## src/hdl/keypad_io_pkg.sv

```systemverilog
package keypad_io_pkg;

    // ========================================================================
    // Register map
    // ========================================================================
    localparam logic [7:0] ADDR_CTRL     = 8'h00;
    localparam logic [7:0] ADDR_KEY_STAT = 8'h04;
    localparam logic [7:0] ADDR_KEY_LO   = 8'h08;
    localparam logic [7:0] ADDR_KEY_HI   = 8'h0C;
    localparam logic [7:0] ADDR_SW_STAT  = 8'h10;
    localparam logic [7:0] ADDR_SW_VAL   = 8'h14;
    localparam logic [7:0] ADDR_SEG_SRC  = 8'h18;
    localparam logic [7:0] ADDR_SEG_DST  = 8'h1C;

    // ========================================================================
    // Status bit positions
    // ========================================================================
    localparam int KS_LETTER = 6;
    localparam int KS_DIGIT  = 7;
    localparam int KS_DONE   = 8;
    localparam int KS_OVF    = 9;
    localparam int SS_DONE   = 0;
    localparam int SS_ERR    = 1;
    localparam int SS_HOLD   = 2;

    // ========================================================================
    // Values and timing
    // ========================================================================
    localparam logic [3:0]  KEY_STABLE_LAST  = 4'h7;
    localparam logic [4:0]  FIRST_LETTER     = 5'h0A;
    localparam logic [3:0]  BCD_MAX          = 4'h9;
    localparam logic [1:0]  LAST_STEP        = 2'h3;
    localparam logic [35:0] DEC_LIMIT_SINGLE = 36'h00000270F;
    localparam logic [35:0] DEC_LIMIT_DOUBLE = 36'h005F5E0FF;
    localparam int          SW_INTERVAL_MS   = 100;
    localparam int          CLK_MHZ          = 125;
    localparam int          SW_INTERVAL_CYC  = SW_INTERVAL_MS * 1000 * CLK_MHZ;
    localparam int          SW_CNT_W         = 24;

    // ========================================================================
    // Types
    // ========================================================================
    typedef struct packed {
        logic segPolarity;
        logic groupsTwo;
        logic switchDrive;
        logic hexEntry;
        logic doubleWord;
        logic keyDrive;
    } ctrl_t;

    localparam ctrl_t CTRL_RESET = '0;

    typedef struct packed {
        logic [7:0] addr;
        logic       write;
        logic       valid;
    } ahb_req_t;

    typedef enum logic [1:0] {
        KP_IDLE,
        KP_SEEK,
        KP_STABLE,
        KP_HELD
    } kp_state_t;

endpackage

```

## src/hdl/keypad_switch_segment_io.sv

```systemverilog
`timescale 1ns/1ps
module keypad_switch_segment_io
    import keypad_io_pkg::*;
#(
    parameter int unsigned SW_INTERVAL_CYCLES = SW_INTERVAL_CYC
) (
    input  wire logic        mclk,
    input  wire logic        sys_rst,
    input  wire logic        hsel,
    input  wire logic [31:0] haddr,
    input  wire logic [1:0]  htrans,
    input  wire logic        hwrite,
    input  wire logic [2:0]  hsize,
    input  wire logic [31:0] hwdata,
    input  wire logic        hready,
    output logic      [31:0] hrdata,
    output logic             hreadyout,
    output logic             hresp,
    input  wire logic        scanTick,
    input  wire logic [3:0]  keypadSense,
    output logic      [3:0]  keypadStrobes,
    input  wire logic [7:0]  switchSense,
    output logic      [3:0]  switchStrobes
);

    // ========================================================================
    // Functions
    // ========================================================================
    function automatic logic [3:0] oneHot(input logic [1:0] idx);
        oneHot = 4'h1 << idx;
    endfunction

    function automatic logic [1:0] lowestBit(input logic [3:0] v);
        if (v[0]) begin
            lowestBit = 2'h0;
        end else if (v[1]) begin
            lowestBit = 2'h1;
        end else if (v[2]) begin
            lowestBit = 2'h2;
        end else begin
            lowestBit = 2'h3;
        end
    endfunction

    function automatic logic [35:0] accumulate(input logic [31:0] v,
                                               input logic [3:0]  d,
                                               input logic        hex);
        logic [35:0] w;
        w = {4'h0, v};
        if (hex) begin
            accumulate = {v, d};
        end else begin
            accumulate = (w << 3) + (w << 1) + {32'h0, d};
        end
    endfunction

    function automatic logic [15:0] mulTenAdd(input logic [15:0] v,
                                              input logic [3:0]  d);
        mulTenAdd = (v << 3) + (v << 1) + {12'h0, d};
    endfunction

    function automatic logic [15:0] bcdToBin(input logic [15:0] raw);
        logic [15:0] acc;
        acc = {12'h0, raw[15:12]};
        acc = mulTenAdd(acc, raw[11:8]);
        acc = mulTenAdd(acc, raw[7:4]);
        bcdToBin = mulTenAdd(acc, raw[3:0]);
    endfunction

    function automatic logic [15:0] putNibble(input logic [15:0] raw,
                                              input logic [1:0]  idx,
                                              input logic [3:0]  d);
        logic [15:0] r;
        r = raw;
        r[idx*4 +: 4] = d;
        putNibble = r;
    endfunction

    function automatic logic [7:0] segPattern(input logic [3:0] n);
        case (n)
            4'h0: segPattern = 8'h3F;
            4'h1: segPattern = 8'h06;
            4'h2: segPattern = 8'h5B;
            4'h3: segPattern = 8'h4F;
            4'h4: segPattern = 8'h66;
            4'h5: segPattern = 8'h6D;
            4'h6: segPattern = 8'h7D;
            4'h7: segPattern = 8'h27;
            4'h8: segPattern = 8'h7F;
            4'h9: segPattern = 8'h6F;
            4'hA: segPattern = 8'h77;
            4'hB: segPattern = 8'h7C;
            4'hC: segPattern = 8'h39;
            4'hD: segPattern = 8'h5E;
            4'hE: segPattern = 8'h79;
            default: segPattern = 8'h71;
        endcase
    endfunction

    // ========================================================================
    // Declarations
    // ========================================================================
    ahb_req_t              reqFf;
    logic      [31:0]      hrdataFf;
    logic      [31:0]      rdMux;
    ctrl_t                 ctrlFf;
    logic                  wrEn;
    logic                  addrOk;
    kp_state_t             kpStateFf;
    logic      [1:0]       keyRowFf;
    logic      [3:0]       candKeyFf;
    logic      [3:0]       stableCntFf;
    logic      [31:0]      keyValueFf;
    logic      [5:0]       funcFlagsFf;
    logic                  keyDoneFf;
    logic                  keyOvfFf;
    logic                  candLost;
    logic                  keyAccept;
    logic                  keyWrap;
    logic                  isLetter;
    logic                  letterSeen;
    logic                  digitSeen;
    logic      [35:0]      nxtKeyValue;
    logic                  entryOvf;
    logic      [1:0]       swStepFf;
    logic                  swHoldFf;
    logic [SW_CNT_W-1:0]   swCntFf;
    logic      [15:0]      swRaw1Ff;
    logic      [15:0]      swRaw2Ff;
    logic      [15:0]      swVal1Ff;
    logic      [15:0]      swVal2Ff;
    logic                  swDoneFf;
    logic                  swErrFf;
    logic                  swStep;
    logic                  swWrap;
    logic                  swBadDigit;
    logic      [15:0]      nxtRaw1;
    logic      [15:0]      nxtRaw2;
    logic      [15:0]      segSrcFf;
    logic      [15:0]      segDstFf;

    // ========================================================================
    // Bus slave
    // ========================================================================
    assign hreadyout = 1'b1;
    assign hresp     = 1'b0;
    assign hrdata    = hrdataFf;
    assign addrOk    = (haddr[31:5] == 27'h0) && (haddr[1:0] == 2'h0);
    assign wrEn      = reqFf.valid && reqFf.write;

    always_ff @(posedge mclk) begin
        if (sys_rst) begin
            reqFf <= '0;
        end else begin
            reqFf.valid <= hsel && hready && htrans[1] && addrOk;
            reqFf.write <= hwrite;
            reqFf.addr  <= haddr[7:0];
        end
    end

    always_comb begin
        rdMux = 32'h0;
        case (haddr[7:0])
            ADDR_CTRL:     rdMux = {26'h0, ctrlFf};
            ADDR_KEY_STAT: rdMux = {22'h0, keyOvfFf, keyDoneFf, digitSeen,
                                    letterSeen, funcFlagsFf};
            ADDR_KEY_LO:   rdMux = {16'h0, keyValueFf[15:0]};
            ADDR_KEY_HI:   rdMux = {16'h0, keyValueFf[31:16]};
            ADDR_SW_STAT:  rdMux = {29'h0, swHoldFf, swErrFf, swDoneFf};
            ADDR_SW_VAL:   rdMux = {swVal2Ff, swVal1Ff};
            ADDR_SEG_SRC:  rdMux = {16'h0, segSrcFf};
            ADDR_SEG_DST:  rdMux = {16'h0, segDstFf};
            default:       rdMux = 32'h0;
        endcase
    end

    always_ff @(posedge mclk) begin
        if (sys_rst) begin
            hrdataFf <= 32'h0;
        end else if (hsel && hready && htrans[1] && !hwrite) begin
            hrdataFf <= addrOk ? rdMux : 32'h0;
        end
    end

    always_ff @(posedge mclk) begin
        if (sys_rst) begin
            ctrlFf <= CTRL_RESET;
        end else if (wrEn && reqFf.addr == ADDR_CTRL) begin
            ctrlFf <= ctrl_t'(hwdata[5:0]);
        end
    end

    // ========================================================================
    // Keypad scanner
    // ========================================================================
    assign keypadStrobes = (kpStateFf == KP_IDLE) ? 4'h0 : oneHot(keyRowFf);
    assign candLost  = (candKeyFf[3:2] == keyRowFf) &&
                       !keypadSense[candKeyFf[1:0]];
    assign keyWrap   = scanTick && ctrlFf.keyDrive && keyRowFf == LAST_STEP;
    assign keyAccept = scanTick && ctrlFf.keyDrive &&
                       kpStateFf == KP_STABLE && !candLost &&
                       stableCntFf == KEY_STABLE_LAST;
    assign isLetter   = {1'b0, candKeyFf} >= FIRST_LETTER;
    assign letterSeen = kpStateFf == KP_HELD && isLetter;
    assign digitSeen  = kpStateFf == KP_HELD && !isLetter;

    always_ff @(posedge mclk) begin
        if (sys_rst) begin
            kpStateFf   <= KP_IDLE;
            keyRowFf    <= 2'h0;
            candKeyFf   <= 4'h0;
            stableCntFf <= 4'h0;
        end else if (!ctrlFf.keyDrive) begin
            kpStateFf <= KP_IDLE;
            keyRowFf  <= 2'h0;
        end else begin
            case (kpStateFf)
                KP_IDLE: begin
                    kpStateFf <= KP_SEEK;
                    keyRowFf  <= 2'h0;
                end
                KP_SEEK: begin
                    if (scanTick && |keypadSense) begin
                        candKeyFf   <= {keyRowFf, lowestBit(keypadSense)};
                        stableCntFf <= 4'h1;
                        kpStateFf   <= KP_STABLE;
                    end
                end
                KP_STABLE: begin
                    if (scanTick && candLost) begin
                        kpStateFf <= KP_SEEK;
                    end else if (keyAccept) begin
                        kpStateFf <= KP_HELD;
                    end else if (scanTick) begin
                        stableCntFf <= stableCntFf + 4'h1;
                    end
                end
                KP_HELD: begin
                    if (scanTick && candLost) begin
                        kpStateFf <= KP_SEEK;
                    end
                end
                default: kpStateFf <= KP_IDLE;
            endcase
            if (scanTick && kpStateFf != KP_IDLE) begin
                keyRowFf <= keyRowFf + 2'h1;
            end
        end
    end

    always_comb begin
        nxtKeyValue = accumulate(keyValueFf, candKeyFf, ctrlFf.hexEntry);
        if (ctrlFf.doubleWord) begin
            entryOvf = ctrlFf.hexEntry ? |nxtKeyValue[35:32]
                     : nxtKeyValue > DEC_LIMIT_DOUBLE;
        end else begin
            entryOvf = ctrlFf.hexEntry ? |nxtKeyValue[35:16]
                     : nxtKeyValue > DEC_LIMIT_SINGLE;
        end
    end

    always_ff @(posedge mclk) begin
        if (sys_rst) begin
            keyValueFf <= 32'h0;
        end else if (keyAccept && (ctrlFf.hexEntry || !isLetter)) begin
            if (!entryOvf) begin
                keyValueFf <= nxtKeyValue[31:0];
            end
        end else if (wrEn && reqFf.addr == ADDR_KEY_LO) begin
            keyValueFf[15:0] <= hwdata[15:0];
        end else if (wrEn && reqFf.addr == ADDR_KEY_HI) begin
            keyValueFf[31:16] <= hwdata[15:0];
        end
    end

    always_ff @(posedge mclk) begin
        if (sys_rst) begin
            funcFlagsFf <= 6'h0;
        end else if (!ctrlFf.keyDrive) begin
            funcFlagsFf <= 6'h0;
        end else if (keyAccept && isLetter && !ctrlFf.hexEntry) begin
            funcFlagsFf <= 6'h1 << (candKeyFf - 4'hA);
        end
    end

    always_ff @(posedge mclk) begin
        if (sys_rst) begin
            keyDoneFf <= 1'b0;
            keyOvfFf  <= 1'b0;
        end else begin
            if (keyWrap) begin
                keyDoneFf <= 1'b1;
            end else if (wrEn && reqFf.addr == ADDR_KEY_STAT &&
                         hwdata[KS_DONE]) begin
                keyDoneFf <= 1'b0;
            end
            if (keyAccept && (ctrlFf.hexEntry || !isLetter) && entryOvf) begin
                keyOvfFf <= 1'b1;
            end else if (wrEn && reqFf.addr == ADDR_KEY_STAT &&
                         hwdata[KS_OVF]) begin
                keyOvfFf <= 1'b0;
            end
        end
    end

    // ========================================================================
    // Thumbwheel reader
    // ========================================================================
    assign switchStrobes = swHoldFf ? oneHot(swStepFf) : 4'h0;
    assign swStep  = swHoldFf && scanTick &&
                     swCntFf >= SW_CNT_W'(SW_INTERVAL_CYCLES - 1);
    assign swWrap  = swStep && swStepFf == LAST_STEP;
    assign nxtRaw1 = putNibble(swRaw1Ff, swStepFf, switchSense[3:0]);
    assign nxtRaw2 = putNibble(swRaw2Ff, swStepFf, switchSense[7:4]);
    assign swBadDigit = (switchSense[3:0] > BCD_MAX) ||
                        (ctrlFf.groupsTwo && switchSense[7:4] > BCD_MAX);

    always_ff @(posedge mclk) begin
        if (sys_rst) begin
            swHoldFf <= 1'b0;
            swStepFf <= 2'h0;
            swCntFf  <= '0;
        end else if (!swHoldFf) begin
            if (ctrlFf.switchDrive) begin
                swHoldFf <= 1'b1;
                swStepFf <= 2'h0;
                swCntFf  <= '0;
            end
        end else if (swStep) begin
            swStepFf <= swStepFf + 2'h1;
            swCntFf  <= '0;
            if (swWrap) begin
                swHoldFf <= ctrlFf.switchDrive;
            end
        end else if (swCntFf < SW_CNT_W'(SW_INTERVAL_CYCLES - 1)) begin
            swCntFf <= swCntFf + 1'b1;
        end
    end

    always_ff @(posedge mclk) begin
        if (sys_rst) begin
            swRaw1Ff <= 16'h0;
            swRaw2Ff <= 16'h0;
            swVal1Ff <= 16'h0;
            swVal2Ff <= 16'h0;
        end else if (swStep) begin
            swRaw1Ff <= nxtRaw1;
            swRaw2Ff <= nxtRaw2;
            if (swWrap) begin
                swVal1Ff <= bcdToBin(nxtRaw1);
                if (ctrlFf.groupsTwo) begin
                    swVal2Ff <= bcdToBin(nxtRaw2);
                end
            end
        end
    end

    always_ff @(posedge mclk) begin
        if (sys_rst) begin
            swDoneFf <= 1'b0;
            swErrFf  <= 1'b0;
        end else begin
            if (swWrap) begin
                swDoneFf <= 1'b1;
            end else if (wrEn && reqFf.addr == ADDR_SW_STAT &&
                         hwdata[SS_DONE]) begin
                swDoneFf <= 1'b0;
            end
            if (swStep && swBadDigit) begin
                swErrFf <= 1'b1;
            end else if (wrEn && reqFf.addr == ADDR_SW_STAT &&
                         hwdata[SS_ERR]) begin
                swErrFf <= 1'b0;
            end
        end
    end

    // ========================================================================
    // Seven-segment decoder
    // ========================================================================
    always_ff @(posedge mclk) begin
        if (sys_rst) begin
            segSrcFf <= 16'h0;
            segDstFf <= 16'h0;
        end else if (wrEn && reqFf.addr == ADDR_SEG_SRC) begin
            segSrcFf <= hwdata[15:0];
            if (ctrlFf.segPolarity) begin
                segDstFf[7:0] <= ~segPattern(hwdata[3:0]);
            end else begin
                segDstFf[7:0] <= segPattern(hwdata[3:0]);
            end
        end else if (wrEn && reqFf.addr == ADDR_SEG_DST) begin
            segDstFf[15:8] <= hwdata[15:8];
        end
    end

endmodule

```

## config.mk

```make
export PLATFORM = sky130hd
export DESIGN_NAME = keypad_switch_segment_io
export DESIGN_NICKNAME = d
export VERILOG_FILES = /design/src/hdl/keypad_io_pkg.sv /design/src/hdl/keypad_switch_segment_io.sv
export SDC_FILE = /design/constraint.sdc
export NUM_CORES = 1
export LEC_CHECK = 0
export BUFFER_PORTS_ARGS = -buffer_cell sky130_fd_sc_hd__buf_2
export CAP_MARGIN = 30
export CELL_PAD_IN_SITES_DETAIL_PLACEMENT = 0
export CELL_PAD_IN_SITES_GLOBAL_PLACEMENT = 1
export CORE_MARGIN = 2
export CORE_UTILIZATION = 45
export CTS_CLUSTER_DIAMETER = 200
export DETAILED_ROUTE_END_ITERATION = 6
export PLACE_DENSITY_LB_ADDON = 0.12
export SYNTH_ARGS = -nofsm -noshare
export SYNTH_HDL_FRONTEND = slang
export SYNTH_SLANG_ARGS = --single-unit
```

## constraint.sdc

```tcl
create_clock -name mclk -period 9.4 [get_ports mclk]
set_input_delay 1.88 -clock mclk [delete_from_list [all_inputs] [get_ports mclk]]
set_output_delay 1.88 -clock mclk [all_outputs]
set_load 0.02 [all_outputs]
```

* Yosys cells after proc, flatten, opt, wreduce, memory -nomap -nowiden
Memory sizes are Yosys's and may differ from the RTL's.
Index checks and enable logic that the tools add are counted.
** Operators by class
- Add/subtract/negate cells :: 20
- Magnitude comparators :: 8
- Equal/unequal tests :: 30
- Shift-type cells :: 6
- Muxes and demuxes :: 55
- Bitwise operators :: 3
- Reduce and logical (&&, ||, !) cells :: 73
** Operator list (count)
- 32-bit case mux with 8 select lines :: 1
- 24-bit two-way mux :: 4
- 32-bit two-way mux :: 3
- 4-bit by 34-bit indexed part select with 16-bit output :: 2
- 8-bit by 5-bit == test with 1-bit output, second input constant :: 7
- 16-bit two-way mux :: 3
- 1-bit logical AND :: 37
- 35-bit by 33-bit adder with 36-bit output :: 1
- 36-bit by 4-bit adder with 36-bit output :: 1
- 36-bit by 14-bit greater-than comparator with 1-bit output, second input constant :: 1
- 36-bit by 27-bit greater-than comparator with 1-bit output, second input constant :: 1
- 36-bit two-way mux :: 1
- 4-bit negator with 34-bit output :: 1
- 4-bit by 34-bit variable shift with 16-bit output, first input constant :: 1
- 16-bit by 15-bit adder with 16-bit output :: 2
- 16-bit by 4-bit adder with 16-bit output :: 2
- 16-bit bitwise mux :: 2
- 8-bit by 4-bit == test with 1-bit output, second input constant :: 4
- 8-bit two-way mux :: 4
- 13-bit by 4-bit adder with 14-bit output :: 2
- 27-bit zero test :: 1
- 12-bit by 10-bit adder with 13-bit output :: 2
- 24-bit by 1-bit adder with 24-bit output, second input constant :: 1
- 24-bit greater-or-equal comparator, second input constant :: 1
- 39 further kinds :: 110
** Storage, ports and cells
- Flip-flop bits (word level) :: 225
- Memory bits (read-only) :: 224
- Bits of input ports :: 87
- Memories :: 2
** Memory list
- (no name shown) :: depth 16, width 7, rd ports 1, clocked after Yosys merged registers in 0, wr ports 0, RTL line keypad_switch_segment_io.sv:80 : case (n)
- (no name shown) :: depth 16, width 7, rd ports 1, clocked after Yosys merged registers in 0, wr ports 0, RTL line keypad_switch_segment_io.sv:80

* Longest topological paths before layout
- Depth in word-level cells :: 10
- Depth in mapped cells :: 28

* Worst setup path before layout
OpenSTA, ideal clock, no wires.
- Path type :: input to register
- Start point :: in switchSense[2]
- End point :: reg swVal1Ff[15]
- Setup time :: 70 ps
- Arrival :: 6593 ps
- Required time :: 9330 ps
- Setup slack :: 2737 ps
- Cell stages on the path :: 20
- Path buffers :: 0
- Cells stage by stage :: a21oi_1 fa_1 inv_1 fa_1 xor2_1 ha_1 ha_1 inv_1 o21ai_0 a21oi_1 o21bai_1 xor2_1 ha_1 ha_1 inv_1 o21bai_1 a2111oi_0 or3_1 or4b_2 a21oi_1
** On the way
- Cells in the longest elaborated chain, start to end :: 8
** RTL lines
- from (decl) :: RTL line keypad_switch_segment_io.sv:22 : input wire logic [7:0] switchSense,
- 4-bit by 34-bit indexed part select with 16-bit output * :: RTL line keypad_switch_segment_io.sv:75 : r[idx*4 +: 4] = d;
- 16-bit bitwise mux * :: RTL line keypad_switch_segment_io.sv:75
- 7-bit by 5-bit adder with 8-bit output :: RTL line keypad_switch_segment_io.sv:59 : mulTenAdd = (v << 3) + (v << 1) + {12'h0, d};
- 8-bit by 4-bit adder with 9-bit output :: RTL line keypad_switch_segment_io.sv:59
- 12-bit by 10-bit adder with 13-bit output :: RTL line keypad_switch_segment_io.sv:59
- 13-bit by 4-bit adder with 14-bit output :: RTL line keypad_switch_segment_io.sv:59
- 16-bit by 15-bit adder with 16-bit output :: RTL line keypad_switch_segment_io.sv:59
- 16-bit by 4-bit adder with 16-bit output * :: RTL line keypad_switch_segment_io.sv:59
- to (signal assigned) :: RTL line keypad_switch_segment_io.sv:350 : swVal1Ff <= bcdToBin(nxtRaw1);
- to (decl) :: RTL line keypad_switch_segment_io.sv:130 : logic [15:0] swVal1Ff;
Every way passes the cells marked *; elsewhere a longest branch is shown, timed or not.
A chain may end at the register's enable or synchronous reset.

* Worst setup path after layout
- Start point :: reg swStepFf[0]
- End point :: reg swVal1Ff[14]
** On the way
- Cells in the longest elaborated chain, start to end :: 9
- Elaborated cells between the ends (all ways) :: 13
- Those cells by class :: add/sub: 7; eq/ne: 1; shift: 2; mux: 1; reduce/logical: 2
** RTL lines
- from (decl) :: RTL line keypad_switch_segment_io.sv:125 : logic [1:0] swStepFf;
- from (signal assigned) :: RTL line keypad_switch_segment_io.sv:330 : swStepFf <= swStepFf + 2'h1;
- 4-bit negator with 34-bit output :: RTL line keypad_switch_segment_io.sv:75
- 4-bit by 34-bit indexed part select with 16-bit output or 4-bit by 34-bit variable shift with 16-bit output (tied branches) :: RTL line keypad_switch_segment_io.sv:75
- 16-bit bitwise mux :: RTL line keypad_switch_segment_io.sv:75
- 7-bit by 5-bit adder with 8-bit output :: RTL line keypad_switch_segment_io.sv:59
- 8-bit by 4-bit adder with 9-bit output :: RTL line keypad_switch_segment_io.sv:59
- 12-bit by 10-bit adder with 13-bit output :: RTL line keypad_switch_segment_io.sv:59
- 13-bit by 4-bit adder with 14-bit output :: RTL line keypad_switch_segment_io.sv:59
- 16-bit by 15-bit adder with 16-bit output :: RTL line keypad_switch_segment_io.sv:59
- 16-bit by 4-bit adder with 16-bit output :: RTL line keypad_switch_segment_io.sv:59
Several ways; a longest one is shown, not always the timed one.

==> run_results.csv <==
group,metric,value,unit
run_status,outcome,"complete, but fails checks",
run_status,violations,"design-rule violations",
clock_network,postCtsResizedCells,0,
routing,wl_per_cell,18.2,um
finish,drive_gt1_share,10.5,%
run,maxCapViolCount,0,
floorplanning,row_count,69,
pwr,comb_power_share,3.8,%
synthesis,netlist_instances,2031,
worst_setup_path,cp-end-kind,"flip-flop",
clock_network,ctsHoldBuffers,0,
finish,multi_input_area,0.0109,mm^2
pwr,p_seq_share,44.7,%
floorplanning,dieHeight,194,um
placement,port_buffers,106,
synthesis,synth_area_leader_cell,"dfxtp_1",
floorplanning,die_w,194,um
global_routing,grt.overflow.total,0,
timing,setup_viol,0,
finish,register_area,0.00451,mm^2
synthesis,syn-num-nets,2304,
synthesis,synth_edf_count,0,
floorplanning,initial_core_util,45.8,%
routing,drc,14,
floorplanning,core,0.0356,mm^2
pwr,p_total,2.14,mW
finish,fill_cells,3516,
timing,setup_ws,2.32,ns
pwr,p_leak,8.00,nW
routing,via_per_inst,5.78,
worst_setup_path,r2r-end,"swVal1Ff[14]$_SDFFE_PP0P_",
finish,stdcell_count,2558,
placement,dp.final_hpwl,35200,um
worst_setup_path,arrival,7.52,ns
synthesis,ys_ff_latch,225,
routing,route.antenna.remaining_nets,0,
worst_setup_path,cp-start-kind,"flip-flop",
clock_network,clk_pin_slew,0.06,ns
timing,hold_viol,0,
global_routing,grt_pass1_vias,14200,
clock_network,numCtsBuffers,26,
synthesis,ys_top_cells_by_area,"dfxtp_1, ha_1, a21oi_1",
clock_network,root_buffer,"clkbuf_16",
routing,vias,14800,
worst_setup_path,reg2reg_from,"swStepFf[0]$_SDFFE_PP0P_",
synthesis,synthFlopType,"dfxtp_1",
hold_path,hold_path.class,"flip-flop to flip-flop",
synthesis,syn_avg_cell_area,8.01,um^2
clock_network,clock_latency,0.55,ns
timing,relSlewSlack,36.9,%
pwr,p_switching,0.479,mW
global_routing,grtUsageTotal,24.2,%
synthesis,netlist_area,0.0163,mm^2
clock_network,clock_sinks,225,
clock_network,cts_max_level,1,
placement,preCtsSetupSlack,2.07,ns
floorplanning,die-area,0.0377,mm^2
finish,area_growth,11.2,%
worst_setup_path,cp-endpoint,"swVal1Ff[14]$_SDFFE_PP0P_",
pwr,swShare,22.4,%
finish,finalNetCount,2349,
timing,fin_crit,7.08,ns
timing,skew,0.0366,ns
synthesis,yosysWarningCount,0,
timing,rsz0062_at_grt,"no",
global_routing,grt_pass1_wl,75700,um
routing,drtIter0Drc,898,
pwr,clock_power_share,51.5,%
worst_setup_path,worstRegToRegCells,24,
pwr,power.internal,1.66,mW
synthesis,synth_cell_types,86,
pwr,cellPowerDensity,118,mW/mm^2
timing,tightestPinTransition,0.946,ns
worst_setup_path,r2r_slack,2.32,ns
global_routing,grt_max_degree,104,
placement,placedCellCount,2509,
timing,slew_viol_final,0,
routing,wirelength,46600,um
timing,fin_setup_tns,0,ns
synthesis,async_reset_ff_share,0,%
worst_setup_path,critPathKind,"flip-flop to flip-flop",
clock_network,clock_path_buffers,3,
worst_setup_path,critPathLaunch,"swStepFf[0]$_SDFFE_PP0P_",
worst_setup_path,critPathRequiredTime,9.83,ns
floorplanning,io_pins,129,
synthesis,yosys.area.top_type_share,27.7,%
timing,max_freq,141,MHz
synthesis,ys_seq_area_share,27.7,%
routing,first_pass_iters,7,
worst_setup_path,critPathMaxFanout,8,
global_routing,antenna_found_initial,1,
clock_network,cts_tree,"done",
placement,gp_congestion,0.895,
pwr,ir_worst_vdd,0.000149,V
timing,fin_crit_sh,75.4,%
finish,utilization,50.9,%
clock_network,cts_setup_buffers,0,
synth_stat cells, drive strengths merged (9+ instances only):
master and count:
xnor2 54, or3 9, nor2b 51, a21oi 179, mux2 13, nor4b 10, nand4 26, nor2 214
inv 113, mux2i 67, fa 14, nand3 34, nand2b 10, nand2 232, o21ai 72, o211ai 13
nor3 31, xor2 33, a21o 21, nor4 28, a222oi 17, a22oi 47, o21bai 19, clkbuf 82
a211oi 41, and2 12, o21a 12, ha 172, buf 28, and3 14, dfxtp 225, or2 9
power groups by stage:
stage          combinational [mW]  clock [mW]  sequential (mW)
3_5_place_dp               0.0800           0            0.978
3_3_place_gp               0.0794           0            0.978
2_1_floorplan              0.0456           0            0.977
4_1_cts                    0.0807        1.12            0.956
5_1_grt                    0.0891        1.17            0.956
6_report                   0.0809        1.10            0.956
worst min-delay path by stage:
stage          cells past startpoint  slack [ns]                      start                   endpoint
6_report                           2        0.45   swVal1Ff[6]$_SDFFE_PP0P_   swVal1Ff[6]$_SDFFE_PP0P_
5_1_grt                            2        0.47   segSrcFf[8]$_SDFFE_PP0P_   segSrcFf[8]$_SDFFE_PP0P_
4_1_cts                            2        0.45   swVal1Ff[6]$_SDFFE_PP0P_   swVal1Ff[6]$_SDFFE_PP0P_
3_5_place_dp                       2        0.45   swVal2Ff[5]$_SDFFE_PP0P_   swVal2Ff[5]$_SDFFE_PP0P_
3_3_place_gp                       2        0.44  swVal2Ff[10]$_SDFFE_PP0P_  swVal2Ff[10]$_SDFFE_PP0P_
2_1_floorplan                      2        0.43   swVal1Ff[5]$_SDFFE_PP0P_   swVal1Ff[5]$_SDFFE_PP0P_
per-stage QoR:
stage | hold slack [ns] | instance area, um^2
after global routing | 0.469 | 18100
final | 0.453 | 18100
after floorplan | 0.431 | 16300
after CTS | 0.454 | 18100
after detailed placement | 0.446 | 17100
after global placement | 0.440 | 17100
routing by layer:
metal / vias up / track usage [%] / wire length [um]
met3: 62 / 3.43 / 2430
met2: 309 / 40.7 / 21700
met4: 0 / 6.03 / 1030
met5: - / 0 / 0
li1: 7401 / - / -
met1: 7010 / 32.5 / 21400
registers in the layout, indices dropped and copies added, names as in the netlist, 2 cells and up:
signal,count
hrdata,32
keyValueFf,32
swCntFf,24
segDstFf,16
segSrcFf,16
swRaw1Ff,16
swRaw2Ff,16
swVal1Ff,16
swVal2Ff,16
reqFf,10
ctrlFf,6
funcFlagsFf,6
candKeyFf,4
stableCntFf,4
keyRowFf,2
kpStateFf,2
swStepFf,2
worst max-delay path: stages (launching register included):
cell and delay [ns]:
dfxtp_1 0.43, inv_1 0.15, ha_1 0.38, nor4b_2 0.69, a21oi_1 0.28, fa_1 0.59, inv_1 0.08, ha_1 0.30
a21o_1 0.17, a21oi_1 0.23, xnor2_1 0.19, ha_1 0.28, ha_1 0.34, a21oi_1 0.22, o21bai_1 0.09, a21oi_1 0.23
nor2b_1 0.07, o21ai_0 0.42, xor2_1 0.14, ha_1 0.39, and3_1 0.17, a2111oi_0 0.56, a21oi_1 0.06, or2_2 0.29
a311oi_1 0.23
logic make-up after synthesis:
logic type | after synthesis | synth area share [%]
simple gates | 707 | 20.6
compound gates | 519 | 21.3
flops | 225 | 27.7
buf+inv | 223 | 5.43
fa+ha+maj | 186 | 14.9
xor+xnor | 87 | 4.68
mux | 82 | 5.30
other cells | 2 | 0.0461
final cells by class:
| class | instances | share of cell area, % |
|---|---|---|
| clock inverter | 16 | 1.29 |
| antenna | 1 | 0.0138 |
| sequential | 225 | 24.9 |
| multi-input combinational | 1583 | 60.3 |
| tap | 461 | 3.19 |
| clock buffer | 32 | 3.94 |
| timing repair buffer | 127 | 3.99 |
| inverter | 113 | 2.34 |
layout by cell type, fill, tap and decap left out, drive strengths merged, types with 41 or more instances in the layout:
cell type  Yosys  routed
nor2b         51      51
o21ai         72      72
a21oi        179     179
dfxtp        225     225
mux2i         67      67
a211oi        41      41
inv          113     114
nor2         214     214
nand2        232     232
buf           28     127
xnor2         54      54
ha           172     172
a22oi         47      47
Power figures use the tool's default switching activity.
